### config.mk
export PLATFORM = sky130hd
export DESIGN_NAME = cpualu_core
export DESIGN_NICKNAME = d
export VERILOG_FILES = /design/src/core/cpualu_pkg.sv /design/src/core/cpualu_div.sv /design/src/core/cpualu_core.sv
export VERILOG_INCLUDE_DIRS = /design/src /design/src/core
export SDC_FILE = /design/constraint.sdc
export NUM_CORES = 1
export LEC_CHECK = 0
export BUFFER_PORTS_ARGS = -buffer_cell sky130_fd_sc_hd__buf_4
export CAP_MARGIN = 20
export CORE_MARGIN = 2
export CORE_UTILIZATION = 27
export DETAILED_ROUTE_END_ITERATION = 10
export GPL_TIMING_DRIVEN = 0
export PLACE_DENSITY_LB_ADDON = 0.25
export SLEW_MARGIN = 20
export SYNTH_ARGS = -nofsm -noshare
export SYNTH_HDL_FRONTEND = slang
export SYNTH_SLANG_ARGS = --single-unit
### constraint.sdc
create_clock -name clk_sys -period 7.9 [get_ports clk_sys]
set_input_delay 0.79 -clock clk_sys [delete_from_list [all_inputs] [get_ports clk_sys]]
set_output_delay 0.79 -clock clk_sys [all_outputs]
set_load 0.01 [all_outputs]
### src/core/cpualu_defs.svh
`ifndef CPUALU_DEFS_SVH
`define CPUALU_DEFS_SVH
// Overview of operation
// - Half-carry from bit 3 byte, bit 7 word
// - Status bits 7-5 hold priority level
// - Control bit 3 extends level; blocks interrupts
// - Level field read-only while nesting disabled
// - Level MSB resets zero, software only clears
// - Loop flag follows hardware loop, read-only
// - Negative flag tracks result sign
// - Overflow flag marks signed overflow
// - Zero flag cleared by non-zero result
// - Carry flag marks carry out of MSB
// - Subtraction carries act as not-borrow indicators
// - Control bit 2 enables program window
// - Unimplemented bits read zero; all reset zero
// - ALU works in byte or word width
// - Operands from registers or memory, either destination
// - Multiplier is a 17x17 signed array
// - Signed, unsigned, mixed, literal, byte multiply modes
// - Divide 32/16 and 16/16, signed and unsigned
// - Quotient to register 0, remainder register 1
// - Dividend from even register pair, high odd
// - One divide step per divisor bit
// - Divide runs in 19-cycle loop, interruptible
// - Shift up to 16 positions in one cycle
// - Signed count: positive right, negative left

// Register offsets
`define CA_OFS_STATUS   8'h00
`define CA_OFS_CONTROL  8'h04
// Status word fields
`define CA_SR_DC        8
`define CA_SR_IPL       5
`define CA_SR_RA        4
`define CA_SR_N         3
`define CA_SR_OV        2
`define CA_SR_Z         1
`define CA_SR_C         0
// Control word fields
`define CA_CC_IPLMSB    3
`define CA_CC_PWE       2
// Reset values
`define CA_RST_STATUS   16'h0000
`define CA_RST_CONTROL  16'h0000
// Divide timing and destinations
`define CA_DIV_STEPS    5'h10
`define CA_DIV_LOOP     5'h13
`define CA_QUO_WREG     4'h0
`define CA_REM_WREG     4'h1
// Largest shift magnitude
`define CA_SH_MAX       6'h10
`endif

### src/core/cpualu_pkg.sv
package cpualu_pkg;

  typedef enum logic [3:0] {
    ALU_ADD, ALU_SUB, ALU_AND, ALU_IOR, ALU_XOR,
    ALU_MOV, ALU_SHA, ALU_SHL, ALU_MUL
  } cpualu_op_t;

  typedef enum logic [2:0] {
    MUL_SS, MUL_UU, MUL_US, MUL_SU, MUL_SLIT, MUL_ULIT, MUL_B8
  } cpualu_mul_t;

  typedef struct packed {
    cpualu_op_t  op;
    cpualu_mul_t mul_mode;
    logic        byte_mode;
    logic        a_mem;
    logic        b_mem;
    logic        dst_mem;
    logic [3:0]  dst_wreg;
  } cpualu_req_t;

  typedef struct packed {
    logic [31:0] data;
    logic        wide;
    logic        dst_mem;
    logic [3:0]  dst_wreg;
  } cpualu_res_t;

  typedef struct packed {
    logic        signed_div;
    logic        wide;
    logic [31:0] dividend;
    logic [15:0] divisor;
  } cpualu_div_req_t;

endpackage

### src/core/cpualu_div.sv
`timescale 1ns/100ps
`include "cpualu_defs.svh"

module cpualu_div
  import cpualu_pkg::*;
(
  // Clock and reset
  input  wire logic             clk_sys,
  input  wire logic             nrst,
  // Request
  input  wire logic             start,
  input  wire logic             step_en,
  input  wire cpualu_div_req_t  req,
  // Result
  output logic                  busy_q,
  output logic                  done_q,
  output logic [15:0]           quo_q,
  output logic [15:0]           rem_q
);

  typedef enum logic [1:0] {DV_IDLE, DV_CALC, DV_FIX} cpualu_dv_st_t;

  cpualu_dv_st_t st_q;
  logic [15:0]   dvs_q;
  logic [4:0]    cnt_q;
  logic          negq_q;
  logic          negr_q;
  logic [31:0]   dext;
  logic [31:0]   dmag;
  logic [15:0]   smag;
  logic [16:0]   part;
  logic          ge;

  always_comb
  begin
    dext = req.wide ? req.dividend
         : req.signed_div ? {{16{req.dividend[15]}}, req.dividend[15:0]}
         : {16'h0000, req.dividend[15:0]};
    dmag = (req.signed_div && dext[31]) ? 32'(-dext) : dext;
    smag = (req.signed_div && req.divisor[15]) ? 16'(-req.divisor) : req.divisor;
    part = {rem_q, quo_q[15]};
    ge   = part >= {1'b0, dvs_q};
  end

  // Quotient assumed to fit 16 bits: high half below divisor
  always_ff @(posedge clk_sys or negedge nrst)
  begin
    if (!nrst)
    begin
      st_q   <= DV_IDLE;
      dvs_q  <= 16'h0000;
      cnt_q  <= 5'h00;
      negq_q <= 1'b0;
      negr_q <= 1'b0;
      quo_q  <= 16'h0000;
      rem_q  <= 16'h0000;
      done_q <= 1'b0;
    end
    else
    begin
      done_q <= 1'b0;
      unique case (st_q)
        DV_IDLE:
          if (start)
          begin
            st_q   <= DV_CALC;
            rem_q  <= dmag[31:16];
            quo_q  <= dmag[15:0];
            dvs_q  <= smag;
            cnt_q  <= 5'h00;
            negq_q <= req.signed_div & (dext[31] ^ req.divisor[15]);
            negr_q <= req.signed_div & dext[31];
          end
        DV_CALC:
          // Stalled steps keep all partial state for interrupts
          if (step_en)
          begin
            rem_q <= ge ? 16'(part - {1'b0, dvs_q}) : part[15:0];
            quo_q <= {quo_q[14:0], ge};
            cnt_q <= 5'(cnt_q + 5'h01);
            if (cnt_q == 5'(`CA_DIV_STEPS - 5'h01))
              st_q <= DV_FIX;
          end
        DV_FIX:
        begin
          quo_q  <= negq_q ? 16'(-quo_q) : quo_q;
          rem_q  <= negr_q ? 16'(-rem_q) : rem_q;
          done_q <= 1'b1;
          st_q   <= DV_IDLE;
        end
      endcase
    end
  end

  assign busy_q = (st_q != DV_IDLE);

endmodule

### src/core/cpualu_core.sv
`timescale 1ns/100ps
`include "cpualu_defs.svh"

module cpualu_core
  import cpualu_pkg::*;
(
  // Clock and reset
  input  wire logic             clk_sys,
  input  wire logic             nrst,
  // APB slave
  input  wire logic [7:0]       paddr,
  input  wire logic             psel,
  input  wire logic             penable,
  input  wire logic             pwrite,
  input  wire logic [31:0]      pwdata,
  output logic [31:0]           prdata_q,
  output logic                  pready_q,
  output logic                  pslverr_q,
  // Operation from decode
  input  wire logic             op_valid,
  input  wire cpualu_req_t      req,
  input  wire logic [15:0]      wreg_a,
  input  wire logic [15:0]      wreg_b,
  input  wire logic [15:0]      mem_a,
  input  wire logic [15:0]      mem_b,
  // Divide from sequencer
  input  wire logic             div_start,
  input  wire logic             div_step,
  input  wire cpualu_div_req_t  div_req,
  // Sequencer state
  input  wire logic             repeat_active,
  input  wire logic             nesting_disable,
  input  wire logic             ipl_load,
  input  wire logic [3:0]       ipl_value,
  // Results
  output logic                  res_valid_q,
  output cpualu_res_t           res_q,
  output logic                  div_busy_q,
  output logic                  div_done_q,
  // Status and control
  output logic [15:0]           status_word,
  output logic [3:0]            cpu_priority,
  output logic                  user_irq_block_q,
  output logic                  prog_window_en_q
);

  // ----------------------------------------------------------------
  // Register state
  // ----------------------------------------------------------------
  logic        dc_q;
  logic [2:0]  ipl_q;
  logic        ra_q;
  logic        n_q;
  logic        ov_q;
  logic        z_q;
  logic        c_q;
  logic        ipl_msb_q;
  logic [2:0]  ipl_d;
  logic        ipl_msb_d;
  logic [15:0] div_quo;
  logic [15:0] div_rem;

  // ----------------------------------------------------------------
  // APB slave, zero wait state
  // ----------------------------------------------------------------
  logic        setup;
  logic        wr_acc;
  logic        wr_status;
  logic        wr_control;
  logic [15:0] status_rd;
  logic [15:0] control_rd;

  assign setup      = psel & ~penable;
  assign wr_acc     = psel & penable & pwrite & pready_q;
  assign wr_status  = wr_acc & (paddr == `CA_OFS_STATUS);
  assign wr_control = wr_acc & (paddr == `CA_OFS_CONTROL);

  assign status_rd  = {7'h00, dc_q, ipl_q, ra_q, n_q, ov_q, z_q, c_q};
  assign control_rd = {12'h000, ipl_msb_q, prog_window_en_q, 2'h0};

  always_ff @(posedge clk_sys or negedge nrst)
  begin
    if (!nrst)
    begin
      pready_q  <= 1'b0;
      pslverr_q <= 1'b0;
      prdata_q  <= 32'h0000_0000;
    end
    else
    begin
      pready_q  <= setup;
      pslverr_q <= setup & (paddr != `CA_OFS_STATUS) & (paddr != `CA_OFS_CONTROL);
      if (setup)
      begin
        unique case (paddr)
          `CA_OFS_STATUS:  prdata_q <= {16'h0000, status_rd};
          `CA_OFS_CONTROL: prdata_q <= {16'h0000, control_rd};
          default:         prdata_q <= 32'h0000_0000;
        endcase
      end
    end
  end

  // ----------------------------------------------------------------
  // Operand select and adder
  // ----------------------------------------------------------------
  logic [15:0] opa;
  logic [15:0] opb;
  logic [15:0] addb;
  logic        is_sub;
  logic [4:0]  s5;
  logic [8:0]  s9;
  logic [16:0] s17;

  always_comb
  begin
    opa    = req.a_mem ? mem_a : wreg_a;
    opb    = req.b_mem ? mem_b : wreg_b;
    is_sub = (req.op == ALU_SUB);
    // Subtract as a + ~b + 1, so carries read as not-borrow
    addb   = is_sub ? ~opb : opb;
    s5     = {1'b0, opa[3:0]} + {1'b0, addb[3:0]} + {4'h0, is_sub};
    s9     = {1'b0, opa[7:0]} + {1'b0, addb[7:0]} + {8'h00, is_sub};
    s17    = {1'b0, opa} + {1'b0, addb} + {16'h0000, is_sub};
  end

  // ----------------------------------------------------------------
  // Shifter
  // ----------------------------------------------------------------
  logic [5:0]  sh_cnt;
  logic        sh_left;
  logic [5:0]  sh_raw;
  logic [5:0]  sh_mag;
  logic [15:0] sh_src;
  logic [15:0] sh_out;

  always_comb
  begin
    sh_cnt  = opb[5:0];
    sh_left = sh_cnt[5];
    sh_raw  = sh_left ? 6'(-sh_cnt) : sh_cnt;
    // Six bits so that the 32-place magnitude of a -32 count stays representable before the clamp
    sh_mag  = (sh_raw > `CA_SH_MAX) ? `CA_SH_MAX : sh_raw;
    if (!req.byte_mode)
      sh_src = opa;
    else if (req.op == ALU_SHA)
      sh_src = {{8{opa[7]}}, opa[7:0]};
    else
      sh_src = {8'h00, opa[7:0]};
    if (sh_left)
      sh_out = sh_src << sh_mag;
    else if (req.op == ALU_SHA)
      sh_out = 16'($signed(sh_src) >>> sh_mag);
    else
      sh_out = sh_src >> sh_mag;
  end

  // ----------------------------------------------------------------
  // Multiplier
  // ----------------------------------------------------------------
  logic [16:0] ma;
  logic [16:0] mb;
  logic [33:0] prod;

  always_comb
  begin
    unique case (req.mul_mode)
      MUL_SS:   begin ma = {opa[15], opa}; mb = {opb[15], opb}; end
      MUL_UU:   begin ma = {1'b0, opa};    mb = {1'b0, opb};    end
      MUL_US:   begin ma = {1'b0, opa};    mb = {opb[15], opb}; end
      MUL_SU:   begin ma = {opa[15], opa}; mb = {1'b0, opb};    end
      MUL_SLIT: begin ma = {opa[15], opa}; mb = {12'h000, opb[4:0]}; end
      MUL_ULIT: begin ma = {1'b0, opa};    mb = {12'h000, opb[4:0]}; end
      MUL_B8:   begin ma = {9'h000, opa[7:0]}; mb = {9'h000, opb[7:0]}; end
      default:  begin ma = 17'h00000;      mb = 17'h00000;      end
    endcase
    // Extra sign bit lets one signed array serve all modes
    prod = 34'($signed(ma) * $signed(mb));
  end

  // ----------------------------------------------------------------
  // Result and flags
  // ----------------------------------------------------------------
  logic [15:0] alu_r;
  logic [15:0] res16;
  logic        f_n;
  logic        f_z;
  logic        f_c;
  logic        f_dc;
  logic        f_ov;
  logic        upd_all;
  logic        upd_nz;

  always_comb
  begin
    unique case (req.op)
      ALU_ADD, ALU_SUB: alu_r = s17[15:0];
      ALU_AND:          alu_r = opa & opb;
      ALU_IOR:          alu_r = opa | opb;
      ALU_XOR:          alu_r = opa ^ opb;
      ALU_MOV:          alu_r = opb;
      ALU_SHA, ALU_SHL: alu_r = sh_out;
      ALU_MUL:          alu_r = prod[15:0];
      default:          alu_r = 16'h0000;
    endcase
    // Byte ops pass the upper byte of operand A through to the result
    res16 = req.byte_mode ? {opa[15:8], alu_r[7:0]} : alu_r;
    f_n   = req.byte_mode ? res16[7] : res16[15];
    f_z   = req.byte_mode ? (res16[7:0] == 8'h00) : (res16 == 16'h0000);
    f_dc  = req.byte_mode ? s5[4] : s9[8];
    f_c   = req.byte_mode ? s9[8] : s17[16];
    f_ov  = req.byte_mode
          ? (opa[7] == addb[7]) && (s9[7] != opa[7])
          : (opa[15] == addb[15]) && (s17[15] != opa[15]);
    upd_all = op_valid && (req.op == ALU_ADD || req.op == ALU_SUB);
    upd_nz  = op_valid && (req.op != ALU_MUL);
  end

  // Arithmetic flags: operation beats a same-cycle software write
  always_ff @(posedge clk_sys or negedge nrst)
  begin
    if (!nrst)
    begin
      n_q  <= 1'b0;
      z_q  <= 1'b0;
      c_q  <= 1'b0;
      dc_q <= 1'b0;
      ov_q <= 1'b0;
    end
    else
    begin
      if (upd_nz)
      begin
        n_q <= f_n;
        z_q <= f_z;
      end
      else if (wr_status)
      begin
        n_q <= pwdata[`CA_SR_N];
        z_q <= pwdata[`CA_SR_Z];
      end
      if (upd_all)
      begin
        c_q  <= f_c;
        dc_q <= f_dc;
        ov_q <= f_ov;
      end
      else if (wr_status)
      begin
        c_q  <= pwdata[`CA_SR_C];
        dc_q <= pwdata[`CA_SR_DC];
        ov_q <= pwdata[`CA_SR_OV];
      end
    end
  end

  // ----------------------------------------------------------------
  // Priority level and control word
  // ----------------------------------------------------------------
  always_comb
  begin
    ipl_d     = ipl_q;
    ipl_msb_d = ipl_msb_q;
    if (ipl_load)
    begin
      ipl_d     = ipl_value[2:0];
      ipl_msb_d = ipl_value[3];
    end
    else
    begin
      if (wr_status && !nesting_disable)
        ipl_d = pwdata[`CA_SR_IPL +: 3];
      if (wr_control && !pwdata[`CA_CC_IPLMSB])
        ipl_msb_d = 1'b0;
    end
  end

  always_ff @(posedge clk_sys or negedge nrst)
  begin
    if (!nrst)
    begin
      ipl_q            <= 3'h0;
      ipl_msb_q        <= 1'b0;
      user_irq_block_q <= 1'b0;
    end
    else
    begin
      ipl_q            <= ipl_d;
      ipl_msb_q        <= ipl_msb_d;
      user_irq_block_q <= ipl_msb_d | (&ipl_d);
    end
  end

  always_ff @(posedge clk_sys or negedge nrst)
  begin
    if (!nrst)
      prog_window_en_q <= 1'b0;
    else if (wr_control)
      prog_window_en_q <= pwdata[`CA_CC_PWE];
  end

  always_ff @(posedge clk_sys or negedge nrst)
  begin
    if (!nrst)
      ra_q <= 1'b0;
    else
      ra_q <= repeat_active;
  end

  assign status_word  = status_rd;
  assign cpu_priority = {ipl_msb_q, ipl_q};

  // ----------------------------------------------------------------
  // Divider and result register
  // ----------------------------------------------------------------
  cpualu_div u_div
  (
    .clk_sys (clk_sys),
    .nrst    (nrst),
    .start   (div_start),
    .step_en (div_step),
    .req     (div_req),
    .busy_q  (div_busy_q),
    .done_q  (div_done_q),
    .quo_q   (div_quo),
    .rem_q   (div_rem)
  );

  always_ff @(posedge clk_sys or negedge nrst)
  begin
    if (!nrst)
    begin
      res_valid_q <= 1'b0;
      res_q       <= '0;
    end
    else
    begin
      res_valid_q <= div_done_q | op_valid;
      if (div_done_q)
      begin
        // Pair write: remainder lands in the register above
        res_q.data     <= {div_rem, div_quo};
        res_q.wide     <= 1'b1;
        res_q.dst_mem  <= 1'b0;
        res_q.dst_wreg <= `CA_QUO_WREG;
      end
      else if (op_valid)
      begin
        res_q.data     <= (req.op == ALU_MUL) ? prod[31:0] : {16'h0000, res16};
        res_q.wide     <= (req.op == ALU_MUL);
        res_q.dst_mem  <= req.dst_mem;
        res_q.dst_wreg <= req.dst_wreg;
      end
    end
  end
endmodule

# == Word level (Yosys, flattened, before mapping) ==
# Cells that the tools add are included.
# word_totals
regBits,143
latch_bits,0
ram_bits,0
rom_bits,0
inputBits,184
out_inout_bits,97
wordCells,185
mem_count,0
# op_classes
addsub,13
multipliers,1
div_mod_pow,0
order_cmp,2
eq_ne,29
n_shift,3
muxes,57
bitwise_logic,18
n_reduce_logical,36
# ops
op,n
$mux 16,16
$mux 32,4
$pmux 16 s7,1
$pmux 16 s3,2
$mux 38,2
$pmux 17 s4,1
$pmux 17 s3,1
$neg 16->16,3
$mul 17x17->32,1
$neg 32->32,1
$mux 1,18
$pmux 9 s2,1
$add 16x16->17,1
$add 17x1->17,1
$ge 17x16->1,1
$and 16x16->16,1
$eq 4x3->1 const B,4
$logic_not 16->1,1
$logic_not 8->1,2
$not 16->16,1
$or 16x16->16,1
$shl 16x6->16,1
$shr 16x6->16,1
$sshr 16x6->16,1
other kinds (47),92

# == Logic depth before layout (Yosys ltp) ==
# Gate-level depths: netlist (run 1).
# logic_depth
word_depth,13
depth_mapped,31
ltp_nobuf,28

# == Modules after synthesis ==
# Synthesis (run 1) repeated with hierarchy kept, for this count alone.
# hier_totals
cells_unflattened,2959
area_unflattened_um2,23809.1
# modules_own_cells
module,n_inst,cells_each,area_each_um2,seq_area_each_um2
cpualu_core,1,2250,18330.1,1551.5
cpualu_div,1,709,5479.0,1451.4

# == Worst setup path before layout (run 1) ==
# No wires, ideal clock.
# synth_path
path_type,input to register
from,input port req[5] (netlist name)
to,register res_q[36] (netlist name)
setup_ps,122
t_arrival_ps,7883
required_ps,7778
setup_slack_ps,-105
cell_stages,27
n_path_buf,4
cell_sequence,buf_6 buf_2 buf_1 mux2i_1 nor2_1 clkbuf_1 nand2_1 fa_1 inv_1 fa_1 inv_1 fa_1 inv_1 fa_1 inv_1 fa_1 inv_1 fa_1 ha_1 or3_1 or2_2 a21oi_1 o21ai_0 o41a_1 a211oi_1 mux2i_1 nand2_1
# synth_via
elab_chain_len,6
# synth_rtl
item,line_no,source
start: declaration,cpualu_core.sv:21,"input wire cpualu_req_t req,"
$mux 16,cpualu_core.sv:118,opb = req.b_mem ? mem_b : wreg_b;
$pmux 17 s4,cpualu_core.sv:167,unique case (req.mul_mode)
$mul 17x17->32,cpualu_core.sv:178,prod = 34'($signed(ma) * $signed(mb));
$mux 32,cpualu_core.sv:349,"res_q.data <= (req.op == ALU_MUL) ? prod[31:0] : {16'h0000, res16};"
$mux 38,cpualu_core.sv:347,else if (op_valid)
$mux 38,cpualu_core.sv:339,if (div_done_q)
end: declaration,cpualu_core.sv:37,"output cpualu_res_t res_q,"
# Every way passes these cells. The select of a mux whose other input is x is not followed.
# A chain may end at the register's enable or synchronous reset.

# == Worst setup path in the final report (run 1) ==
# Same ends and word-level chain as after synthesis.

==> summary.md, run 1 <==
| Metric | Value |
|---|---|
| Status | completed |
| Crit end category | flop |
| Clock skew | 13.4 ps |
| Synth Register Bits | 120 |
| Post-synth EDFFs | 0 |
| DR DRC count | 0 |
| Worst Tran Pin Value | 1170 ps |
| Starting Density | 0.272 |
| CP Data Arrival Time | 7940 ps |
| Total GRT Usage | 0.214 |
| Starting DRT DRC Count | 1,903 |
| Drt wl/cell | 21.9 um |
| Vias | 22,484 |
| TritonCTS clock tree | built |
| LEAKAGE | 12.5 nW |
| Synth cell types | 89 |
| Crit path required time | 8220 ps |
| Final hold vios | 0 |
| Hold/Removal Path Class | input port to async pin |
| WL final | around 97,000 um |
| Minimum clock period | 7620 ps |
| WS Path Type | input port to flop |
| CTS root buf | clkbuf_16 |
| Antenna-violating nets left | 0 |
| Hpwl dp | 78,900 um |
| CTS Hold Bufs | 0 |
| Crit path top cell by count | fa_1 |
| Inserted Clock Buffers | 17 |
| Global-route wire length before repair | about 150,000 um |
| Congestion Overflow GR | 0 |
| Die Wd | 299 um |
| Slowest CP cell | fa_1 |
| Layout net count | 3,867 |
| Pwr dens | 329 nW/um^2 |
| Critical path launch point type | input port |
| Delay of the slowest cell on the worst path | between 500 and 600 ps |
| Pre-antenna DRT Iters | 7 |
| # diodes | 0 |
| Period utilization | 0.964 |
| Vias per cell | between 5 and 6 |
| Ys async rst share | 1.00 |
| Mean Syn Cell Area | 7.97 um^2 |
| Crit Path Max Fanout | 10 |
| Largest net degree at the start of global routing | 74 |
| Pins over their slew limit | 0 |
| Initial antenna violation count | 1 |
| Slew HR | 0.211 |
| Final setup vio count | 0 |
| H-Tree Depth | 4 |
| Clock buffer depth | 2 |
| Share of cells above drive strength 1 | 0.162 |
| Ys flop type | dfrtp_1 |
| Synthesized instance count | 2,947 |
| Clk slew on worst S/H paths | around 60 ps |
| Clk sinks | 120 |
| MaxCap Viol Count | 0 |
| Worst hold margin | 326 ps |
| RePlAce Congestion | 0.988 |
| Commonest non-fill, non-tap cell in the layout | inv_1 |
| Peak supply drop | ~0.30 mV |
| Layout area overhead | 20.7% |
| Setup WS post-layout | between 200 and 300 ps |
| Worst slack, placed | -1970 ps |
| I/O pin count | 281 |
| Max frequency | 131 MHz |
| Num rows | roughly 110 |
| Synth warn | 0 |
| Total core area | 86,500 um^2 |
| Mapped Area | 23,500 um^2 |
| Leading cell types in the layout, fill and taps excluded | inv_1 (371), nand2_1 (332), nor2_1 (327) |
| Die Y | 299 um |
| Multi-input gate area | approximately 19,000 um^2 |
| Number of global-route vias before repair | 22,546 |
| Sequential cell area | ~3000 um^2 |
| Insertion delay to the later sink of the worst-skew pair | 440 ps |
| Die area | 89,400 um^2 |
| Seq/Total Area, Yosys | 0.128 |
| FILL cells | 9,355 |
| Number of I/O port buffers | between 200 and 250 |
-- Yosys cell counts (8+ instances only) --
cell	n	area (um^2)
buf_6	8	90.1
fa_1	284	5690
a21o_1	16	120
nor2_1	341	1280
o31ai_1	22	165
a211o_1	9	78.8
nand3_1	48	240
or2_2	16	100
o21bai_1	8	60.1
o211ai_1	23	173
and3_1	14	87.6
nor3_1	69	345
o21ai_0	177	886
clkinv_1	10	37.5
o22ai_1	11	68.8
mux2_2	18	203
nor2b_1	22	138
dfrtp_1	120	3000
buf_4	42	315
a22oi_1	22	165
xor2_1	36	315
a31oi_1	22	138
clkbuf_1	110	413
buf_2	12	60.1
nand2b_1	21	131
inv_1	377	1420
xnor2_1	100	876
ha_1	155	1940
a221oi_1	23	201
a211oi_1	17	128
nor4_1	15	93.8
nand2_1	347	1300
nand4_1	14	87.6
o221ai_1	11	96.3
mux2i_1	68	681
o41ai_1	10	87.6
or3_1	17	106
o21a_1	17	128
a221o_1	8	80.1
a21oi_1	147	736
o21ai_1	11	55.1
-- cell families (layout without fill, tap and decap cells) --
group,Yosys count,after routing,share of synthesized area
AO/OA/AOI/OAI,623,623,0.172
XOR/XNOR,136,136,0.0507
adder cells (fa/ha/maj),439,439,0.324
buffers and inverters,567,848,0.101
flip-flops,120,120,0.128
multiplexers,92,92,0.0419
other,1,30,0.000160
AND/OR/NAND/NOR,969,969,0.183
-- through the flow --
stage                util  power, mW  TNS (ps)  std cells  instance area [um^2]
floorplan               -       5.73         0       2976                 23600
global placement    0.309       8.04    -39190       4352                 26700
detailed placement  0.310       8.00    -28820       4353                 26800
CTS                 0.324       9.02     -5.62       4399                 28000
global route        0.328       10.2     -19.0       4412                 28400
finish              0.328       9.33         0       4412                 28400
-- area by class of cell --
class	count	area share
plain buffers	161	0.0332
clock buffers	17	0.0150
clock inverters	15	0.00591
inverters	393	0.0535
multi-input cells	2289	0.665
flip-flops and latches	120	0.106
well taps	1155	0.0509
repair buffers	262	0.0709
-- final timing paths --
path | to | depth (start not counted) | slack [ps] | startpoint
setup / recovery | res_q[36]$_DFFE_PN0P_ | 29 | 280 | req[5]
max in group asynchronous | res_q[30]$_DFFE_PN0P_ | 2 | 6890 | nrst
setup reg to reg | u_div.rem_q[15]$_DFFE_PN0P_ | 13 | 3780 | u_div.rem_q[0]$_DFFE_PN0P_
min in group clk_sys | ra_q$_DFF_PN0_ | 1 | 450 | repeat_active
hold reg to reg | u_div.dvs_q[11]$_DFFE_PN0P_ | 2 | 480 | u_div.dvs_q[11]$_DFFE_PN0P_
hold / removal | u_div.cnt_q[1]$_DFFE_PN0P_ | 1 | 330 | nrst
-- worst max-delay path, delay by kind of cell --
family          cells  cell delay, ps
fa+ha+maj           7            3300
buf+inv            11            1140
compound gates      4            1100
simple gates        5             990
mux                 2             570
-- what timing repair did --
action,4_1_cts,5_1_grt
pin swaps,3,10
setup buffers,23,17
endpoints found under the setup margin,24,11
endpoints found under the hold margin,0,0
gates resized for setup,122,66
-- state kept, by name (all words and copies together) (netlist names) --
name              count
c_q                   1
dc_q                  1
ipl_msb_q             1
ipl_q                 3
n_q                   1
ov_q                  1
prdata_q              9
pready_q              1
prog_window_en_q      1
pslverr_q             1
ra_q                  1
res_q                38
res_valid_q           1
u_div.cnt_q           5
u_div.done_q          1
u_div.dvs_q          16
u_div.negq_q          1
u_div.negr_q          1
u_div.quo_q          16
u_div.rem_q          16
u_div.st_q            2
user_irq_block_q      1
z_q                   1
-- power breakdown --
part,leakage (nW),internal [mW],switching (mW)
Clock,0.279,0.470,0.327
Sequential,1.53,0.803,0.259
Combinational,10.6,2.97,4.50
Total,12.5,4.24,5.09
-- metal layers --
metal,up-vias,track usage,share of wire
met4,2,0.0595,0.029
met5,-,0,0.000083
li1,10390,-,-
met2,831,0.347,0.46
met1,11118,0.294,0.44
met3,143,0.0345,0.066
Power figures use the tool's default switching activity.
==> run 2, diff against run 1 <==
--- a/config.mk
+++ b/config.mk
@@ -13,7 +13,7 @@
 export DETAILED_ROUTE_END_ITERATION = 10
 export GPL_TIMING_DRIVEN = 0
 export PLACE_DENSITY_LB_ADDON = 0.25
-export SLEW_MARGIN = 20
+export RECOVER_POWER = 25
 export SYNTH_ARGS = -nofsm -noshare
 export SYNTH_HDL_FRONTEND = slang
 export SYNTH_SLANG_ARGS = --single-unit
==> run 2 against run 1 <==
The flow now finishes with violations (max-capacitance violations, max-slew violations). Clock-buffer cell count did not move. Final cell count rose by 0.14%. Clock power rose by 8.2%. Worst setup slack got worse by 60 ps. Clock skew fell by 2.9 ps. Design area rose by 0.10%. Worst hold slack improved by 150 ps. Sequential share of layout area barely moved. Largest power group unchanged.
==> summary.md, run 2 (synthesis gave the netlist of run 1 again) <==
| Metric | Value |
|---|---|
| Max reg flops | 38 |
| Starting Density | 0.272 |
| Layout area overhead | 20.9% |
| Die area | 89,400 um^2 |
| Placed Cells | 4,362 |
| FILL cells | ~9,400 |
| Largest net degree at the start of global routing | 74 |
| Crit Path Max Fanout | 10 |
| WHS Path Cells | 2 |
| Largest register by flop count | res_q |
| Crit path top cell by count | fa_1 |
| Sequential cell area | approximately 3000 um^2 |
| Starting DRT DRC Count | 1,845 |
| Pre-antenna DRT Iters | 6 |
| Worst r2r dst | u_div.rem_q[15]$_DFFE_PN0P_ |
| Multi-input gate area | 18,800 um^2 |
| Clk slew on worst S/H paths | about 60 ps |
| Hpwl dp | a little under 80,000 um |
| Slew HR | -1.81 |
| Status | finished, violations left |
| Total GRT Usage | 0.212 |
| Crit end category | flop |
| Failing checks | max-capacitance violations, max-slew violations |
| Clock buffer depth | 2 |
| Antenna-violating nets left | 0 |
| Number of I/O port buffers | between 200 and 250 |
| FF-to-FF Start | u_div.rem_q[0]$_DFFE_PN0P_ |
| Final hold vios | 0 |
| H-Tree Depth | 4 |
| # diodes | 0 |
| Period utilization | 0.972 |
| WS Path Type | input port to flop |
| Layout net count | approximately 3,900 |
| Total core area | 86,500 um^2 |
| LEAKAGE | 12.5 nW |
| Min-delay src | u_div.dvs_q[12]$_DFFE_PN0P_ |
| CTS root buf | clkbuf_16 |
| Vias per cell | 5.10 |
| Insertion delay to the later sink of the worst-skew pair | 450 ps |
| I/O pin count | 281 |
| Peak supply drop | 0.232 mV |
| Critical path launch point type | input port |
| Initial antenna violation count | 2 |
| Commonest non-fill, non-tap cell in the layout | inv_1 |
| Die Wd | 299 um |
| WL final | 95,700 um |
| Number of cells on the critical path | 25 |
| Crit path required time | approximately 8200 ps |
| Drt wl/cell | 21.7 um |
| TritonCTS clock tree | built |
| Slowest CP cell | a221oi_1 |
| CP bufs+invs | 6 |
| Inserted Clock Buffers | 17 |
| Leading cell types in the layout, fill and taps excluded | inv_1 (370), nand2_1 (330), nor2_1 (326) |
| Clk sinks | 120 |
| R2R Setup Slk | 3800 ps |
| RePlAce Congestion | 0.988 |
| CP delay by family, top | adder cells |
| Final std cells w/o fill | 4,418 |
| Worst Tran Pin Value | 4210 ps |
| Delay of the slowest cell on the worst path | 590 ps |
| Num rows | around 110 |
| Post-Route Utilization | 0.328 |
| Final setup vio count | 0 |
| Global-route wire length before repair | ~140,000 um |
| Pins over their slew limit | 123 |
| CP Data Arrival Time | 7980 ps |
| Pwr dens | around 320 nW/um^2 |
| WHS Endpoint | u_div.dvs_q[12]$_DFFE_PN0P_ |
| Clock skew | 10.5 ps |
| DR DRC count | 0 |
| Max frequency | about 130 MHz |
| Congestion Overflow GR | 0 |
| Die Y | 299 um |
| MaxCap Viol Count | 2 |
| Number of global-route vias before repair | 22,562 |
| Share of cells above drive strength 1 | 0.163 |
| Minimum clock period | 7680 ps |
| Hold/Removal Path Class | flop to flop |
| R2R depth | 13 |
| Vias | approximately 23,000 |
==> run 2: power breakdown <==
group	leakage [nW]	total, mW	internal, mW	switching (mW)
sequential	1.53	1.06	0.803	0.258
clock	0.306	0.861	0.535	0.326
combinational	10.7	7.29	2.88	4.41
==> run 2: layout make-up <==
class / instances / area share
sequential: 120 / 0.106
clock inverter: 15 / 0.00753
clock buffer: 17 / 0.0150
inverter: 393 / 0.0539
buffer: 162 / 0.0335
multi-input combinational: 2289 / 0.662
timing repair buffer: 267 / 0.0720
tap: 1155 / 0.0509
==> run 2: worst register-to-register path, cell delays in order, from the launching register on <==
cell and delay (ps):
dfrtp_1 570, ha_1 310, nor2b_1 130, o21ai_0 190, a21boi_0 170, o21ai_0 250, a21boi_0 150, o21ai_0 240
a21oi_1 140, o41ai_1 630, o311ai_0 350, mux2i_1 190, o41ai_1 490, a32o_1 230
==> run 2: stage by stage <==
step | hold WS, ps | setup slack, ps | area (um^2) | power [mW] | setup TNS [ps]
after global placement | 465 | -2450 | 26700 | 8.04 | -39190
final | 476 | 223 | 28400 | 9.21 | 0
after floorplan | 450 | 46.1 | 23600 | 5.73 | 0
after detailed placement | 471 | -1910 | 26800 | 8.00 | -25880
after CTS | 408 | -9.25 | 28000 | 9.08 | -9.25
after global routing | 464 | -3.90 | 28400 | 10.1 | -3.90
==> run 2: worst max-delay path by stage <==
stage,to,slack [ps],startpoint
global route,res_q[37]$_DFFE_PN0P_,-4,req[5]
global placement,res_q[36]$_DFFE_PN0P_,-2450,req[6]
floorplan,res_q[36]$_DFFE_PN0P_,50,req[6]
CTS,res_q[37]$_DFFE_PN0P_,-9,req[5]
finish,res_q[21]$_DFFE_PN0P_,220,req[6]
detailed placement,res_q[37]$_DFFE_PN0P_,-1910,req[6]
==> run 2: repair_timing <==
item | in CTS | in global routing
setup buffers | 12 | 23
cloned | 0 | 1
resized for setup | 132 | 64
pin swaps | 4 | 10
hold buffers | 0 | 0
endpoints found under the setup margin | 22 | 12
==> run 2: layer usage <==
layer	global-route usage	vias up	wire length (um)
met3	0.0308	175	6190
met4	0.0607	2	2990
met5	0	-	11
li1	-	10400	-
met2	0.345	877	44100
met1	0.292	11073	42400
==> run 3, diff against run 2 <==
--- a/config.mk
+++ b/config.mk
@@ -16,4 +16,5 @@
 export RECOVER_POWER = 25
 export SYNTH_ARGS = -nofsm -noshare
 export SYNTH_HDL_FRONTEND = slang
+export SYNTH_HIERARCHICAL = 1
 export SYNTH_SLANG_ARGS = --single-unit
==> run 3 against run 2 <==
The flow still finishes with violations (max-capacitance violations, max-slew violations). Worst setup slack better by 13 ps. Critical endpoint is now res_q[37]$_DFFE_PN0P_. Flip-flop and latch count stayed put. Clock skew is 1.4 ps lower.
==> summary.md, run 3 <==
| Metric | Value |
|---|---|
| Critical path launch point type | input port |
| Share of cells above drive strength 1 | 0.168 |
| Synth warn | 6 |
| Cell taking the most area after synthesis | fa_1 |
| TritonCTS clock tree | built |
| Congestion Overflow GR | 0 |
| CTS Hold Bufs | 0 |
| Layout net count | 3,898 |
| Die Y | 301 um |
| RePlAce Congestion | 0.971 |
| Largest register by flop count | res_q |
| Ys async rst share | 1.00 |
| Layout area overhead | 20.3% |
| Clock buffer depth | 2 |
| Num rows | 108 |
| Clk sinks | 120 |
| Sw Share | 0.542 |
| Mapped Area | 23,800 um^2 |
| FILL cells | approximately 9,500 |
| Largest net degree at the start of global routing | 94 |
| Minimum clock period | ~7700 ps |
| Setup WS post-layout | 236 ps |
| Pwr dens | 343 nW/um^2 |
| Int Power | 4.50 mW |
| Worst Tran Pin Value | 5120 ps |
| Commonest non-fill, non-tap cell in the layout | inv_1 |
| LEAKAGE | 12.9 nW |
| WL final | ~98,000 um |
| Mean Syn Cell Area | approximately 8 um^2 |
| Switch Pwr | around 5.3 mW |
| Final setup vio count | 0 |
| Synth Register Bits | 120 |
| Final hold vios | 0 |
| Insertion delay to the later sink of the worst-skew pair | 440 ps |
| Number of I/O port buffers | 220 |
| Placed standard-cell area | roughly 27,000 um^2 |
| Final std cells w/o fill | between 4,000 and 5,000 |
| Antenna-violating nets left | 0 |
| RSZ-0062 raised after global routing | false |
| Peak supply drop | 0.257 mV |
| Die Wd | around 300 um |
| Clk slew on worst S/H paths | 60 ps |
| Final Instance Area | 28,700 um^2 |
| CP Data Arrival Time | between 7000 and 8000 ps |
| Hold/Removal Path Class | flop to flop |
| Ys flop type | dfrtp_1 |
| Die area | roughly 91,000 um^2 |
| Total core area | 87,000 um^2 |
| # diodes | 0 |
| Top-area cell type share of the netlist area | 0.239 |
| CTS root buf | clkbuf_16 |
| Status | finished, violations left |
| Synth top cells by count | inv_1 (385), nand2_1 (365), nor2_1 (334) |
| Clock skew | approximately 9.0 ps |
| Crit Path Max Fanout | 10 |
| DR DRC count | 0 |
| Hpwl dp | approximately 80,000 um |
| I/O pin count | roughly 280 |
| Seq pwr share | 0.112 |
| WS Path Type | input port to flop |
| Pre-antenna DRT Iters | 6 |
| Placed Cells | 4,375 |
| Starting DRT DRC Count | 2,111 |
| Number of global-route vias before repair | between 20,000 and 25,000 |
| Synth cell types | 100 |
| Inserted Clock Buffers | 17 |
| Total GRT Usage | 0.215 |
| Crit end category | flop |
| Failing checks | max-capacitance violations, max-slew violations |
| Total power | 9.84 mW |
| H-Tree Depth | 4 |
| Drt wl/cell | ~22 um |
| Max reg flops | 38 |
| Area contributors post-synth | fa_1 (24%), dfrtp_1 (13%), ha_1 (8.1%) |
| Post-synth EDFFs | 0 |
| Synthesized instance count | between 2,000 and 3,000 |
| Initial antenna violation count | 6 |
| Global-route wire length before repair | 147,000 um |
| Vias per cell | between 5 and 6 |
| Crit path required time | 8200 ps |
| Clock share of power | 0.084 |
| Slowest CP cell | fa_1 |
| Vias | between 20,000 and 25,000 |
| Max frequency | approximately 130 MHz |
| Delay of the slowest cell on the worst path | 630 ps |
| Crit path top cell by count | fa_1 |
| MaxCap Viol Count | 2 |
| Slew HR | -2.41 |
| Period utilization | 0.970 |
| Leading cell types in the layout, fill and taps excluded | inv_1 (376), nand2_1 (354), nor2_1 (322) |
| Seq/Total Area, Yosys | 0.126 |
| Comb power frac | 0.804 |
| Starting Density | 0.274 |
| Worst slack, placed | -2040 ps |
| Pins over their slew limit | 123 |
| Count leader, synth | inv_1 |
-- run 3: cell types whose count changed after synthesis, moves of 11 or more --
cell / before / now
nand2_1: 347 / 365
clkbuf_1: 110 / 88
o21ai_0: 177 / 166
xnor2_1: 100 / 86
a21oi_1: 147 / 129
xor2_1: 36 / 48
-- run 3: critical path, delay by kind of cell --
kind                     cells  cell delay, ps
AND/OR/NAND/NOR              4             910
multiplexers                 1             400
XOR/XNOR                     1             170
AO/OA/AOI/OAI                7            1520
buffers and inverters        5             660
adder cells (fa/ha/maj)      7            3490
-- run 3: worst paths after layout --
check,startpoint,to,slack [ps],depth (start not counted)
max in group asynchronous,nrst,prdata_q[6]$_DFFE_PN0P_,1500,2
setup / recovery,req[6],res_q[37]$_DFFE_PN0P_,240,25
min in group asynchronous,nrst,u_div/cnt_q[0]$_DFFE_PN0P_,750,1
hold / removal,u_div/dvs_q[12]$_DFFE_PN0P_,u_div/dvs_q[12]$_DFFE_PN0P_,480,2
hold reg to reg,u_div/dvs_q[12]$_DFFE_PN0P_,u_div/dvs_q[12]$_DFFE_PN0P_,480,2
setup reg to reg,u_div/rem_q[5]$_DFFE_PN0P_,u_div/rem_q[0]$_DFFE_PN0P_,4160,9
-- run 3: cell type report --
cell class	count	area, um^2	share of cell area
buffer	156	946	0.0330
clock buffer	17	425	0.0148
clock inverter	15	195	0.00681
inverter	397	1540	0.0538
multi-input combinational	2305	19000	0.662
sequential	120	3000	0.105
tap	1155	1450	0.0504
timing repair buffer	278	2140	0.0745
-- run 3: layer usage --
layer | vias up | track usage | wire (um)
li1 | 10548 | - | -
met1 | 11341 | 0.293 | 41700
met2 | 1090 | 0.333 | 43900
met3 | 168 | 0.0543 | 10000
met4 | 10 | 0.0641 | 2800
met5 | - | 0 | 57
-- run 3: logic make-up after synthesis --
logic type,synth area share
multiplexers,0.0452
AO/OA/AOI/OAI,0.179
other,0.000158
flip-flops,0.126
buffers and inverters,0.0996
adder cells (fa/ha/maj),0.320
AND/OR/NAND/NOR,0.179
XOR/XNOR,0.0500
-- run 3: stage by stage --
stage	utilization	hold WS, ps	TNS, ps
after floorplan	-	450	0
after global placement	0.310	463	-46240
after detailed placement	0.312	468	-30120
after CTS	0.323	219	-76.8
after global routing	0.329	469	0
final	0.329	475	0
-- run 3: timing repair --
action                                 4_1_cts  5_1_grt
resized for setup                           77       96
setup endpoints to repair                   21       16
endpoints found under the hold margin        0        0
setup buffers                               12       34
pin swaps                                    2        9
-- run 3: power groups by stage --
stage | clock, mW | sequential [mW] | combinational [mW]
2_1_floorplan | 0 | 1.01 | 5.14
4_1_cts | 0.842 | 1.10 | 7.73
6_report | 0.823 | 1.10 | 7.91
3_5_place_dp | 0 | 1.11 | 7.57
3_3_place_gp | 0 | 1.11 | 7.58
5_1_grt | 0.868 | 1.13 | 8.77
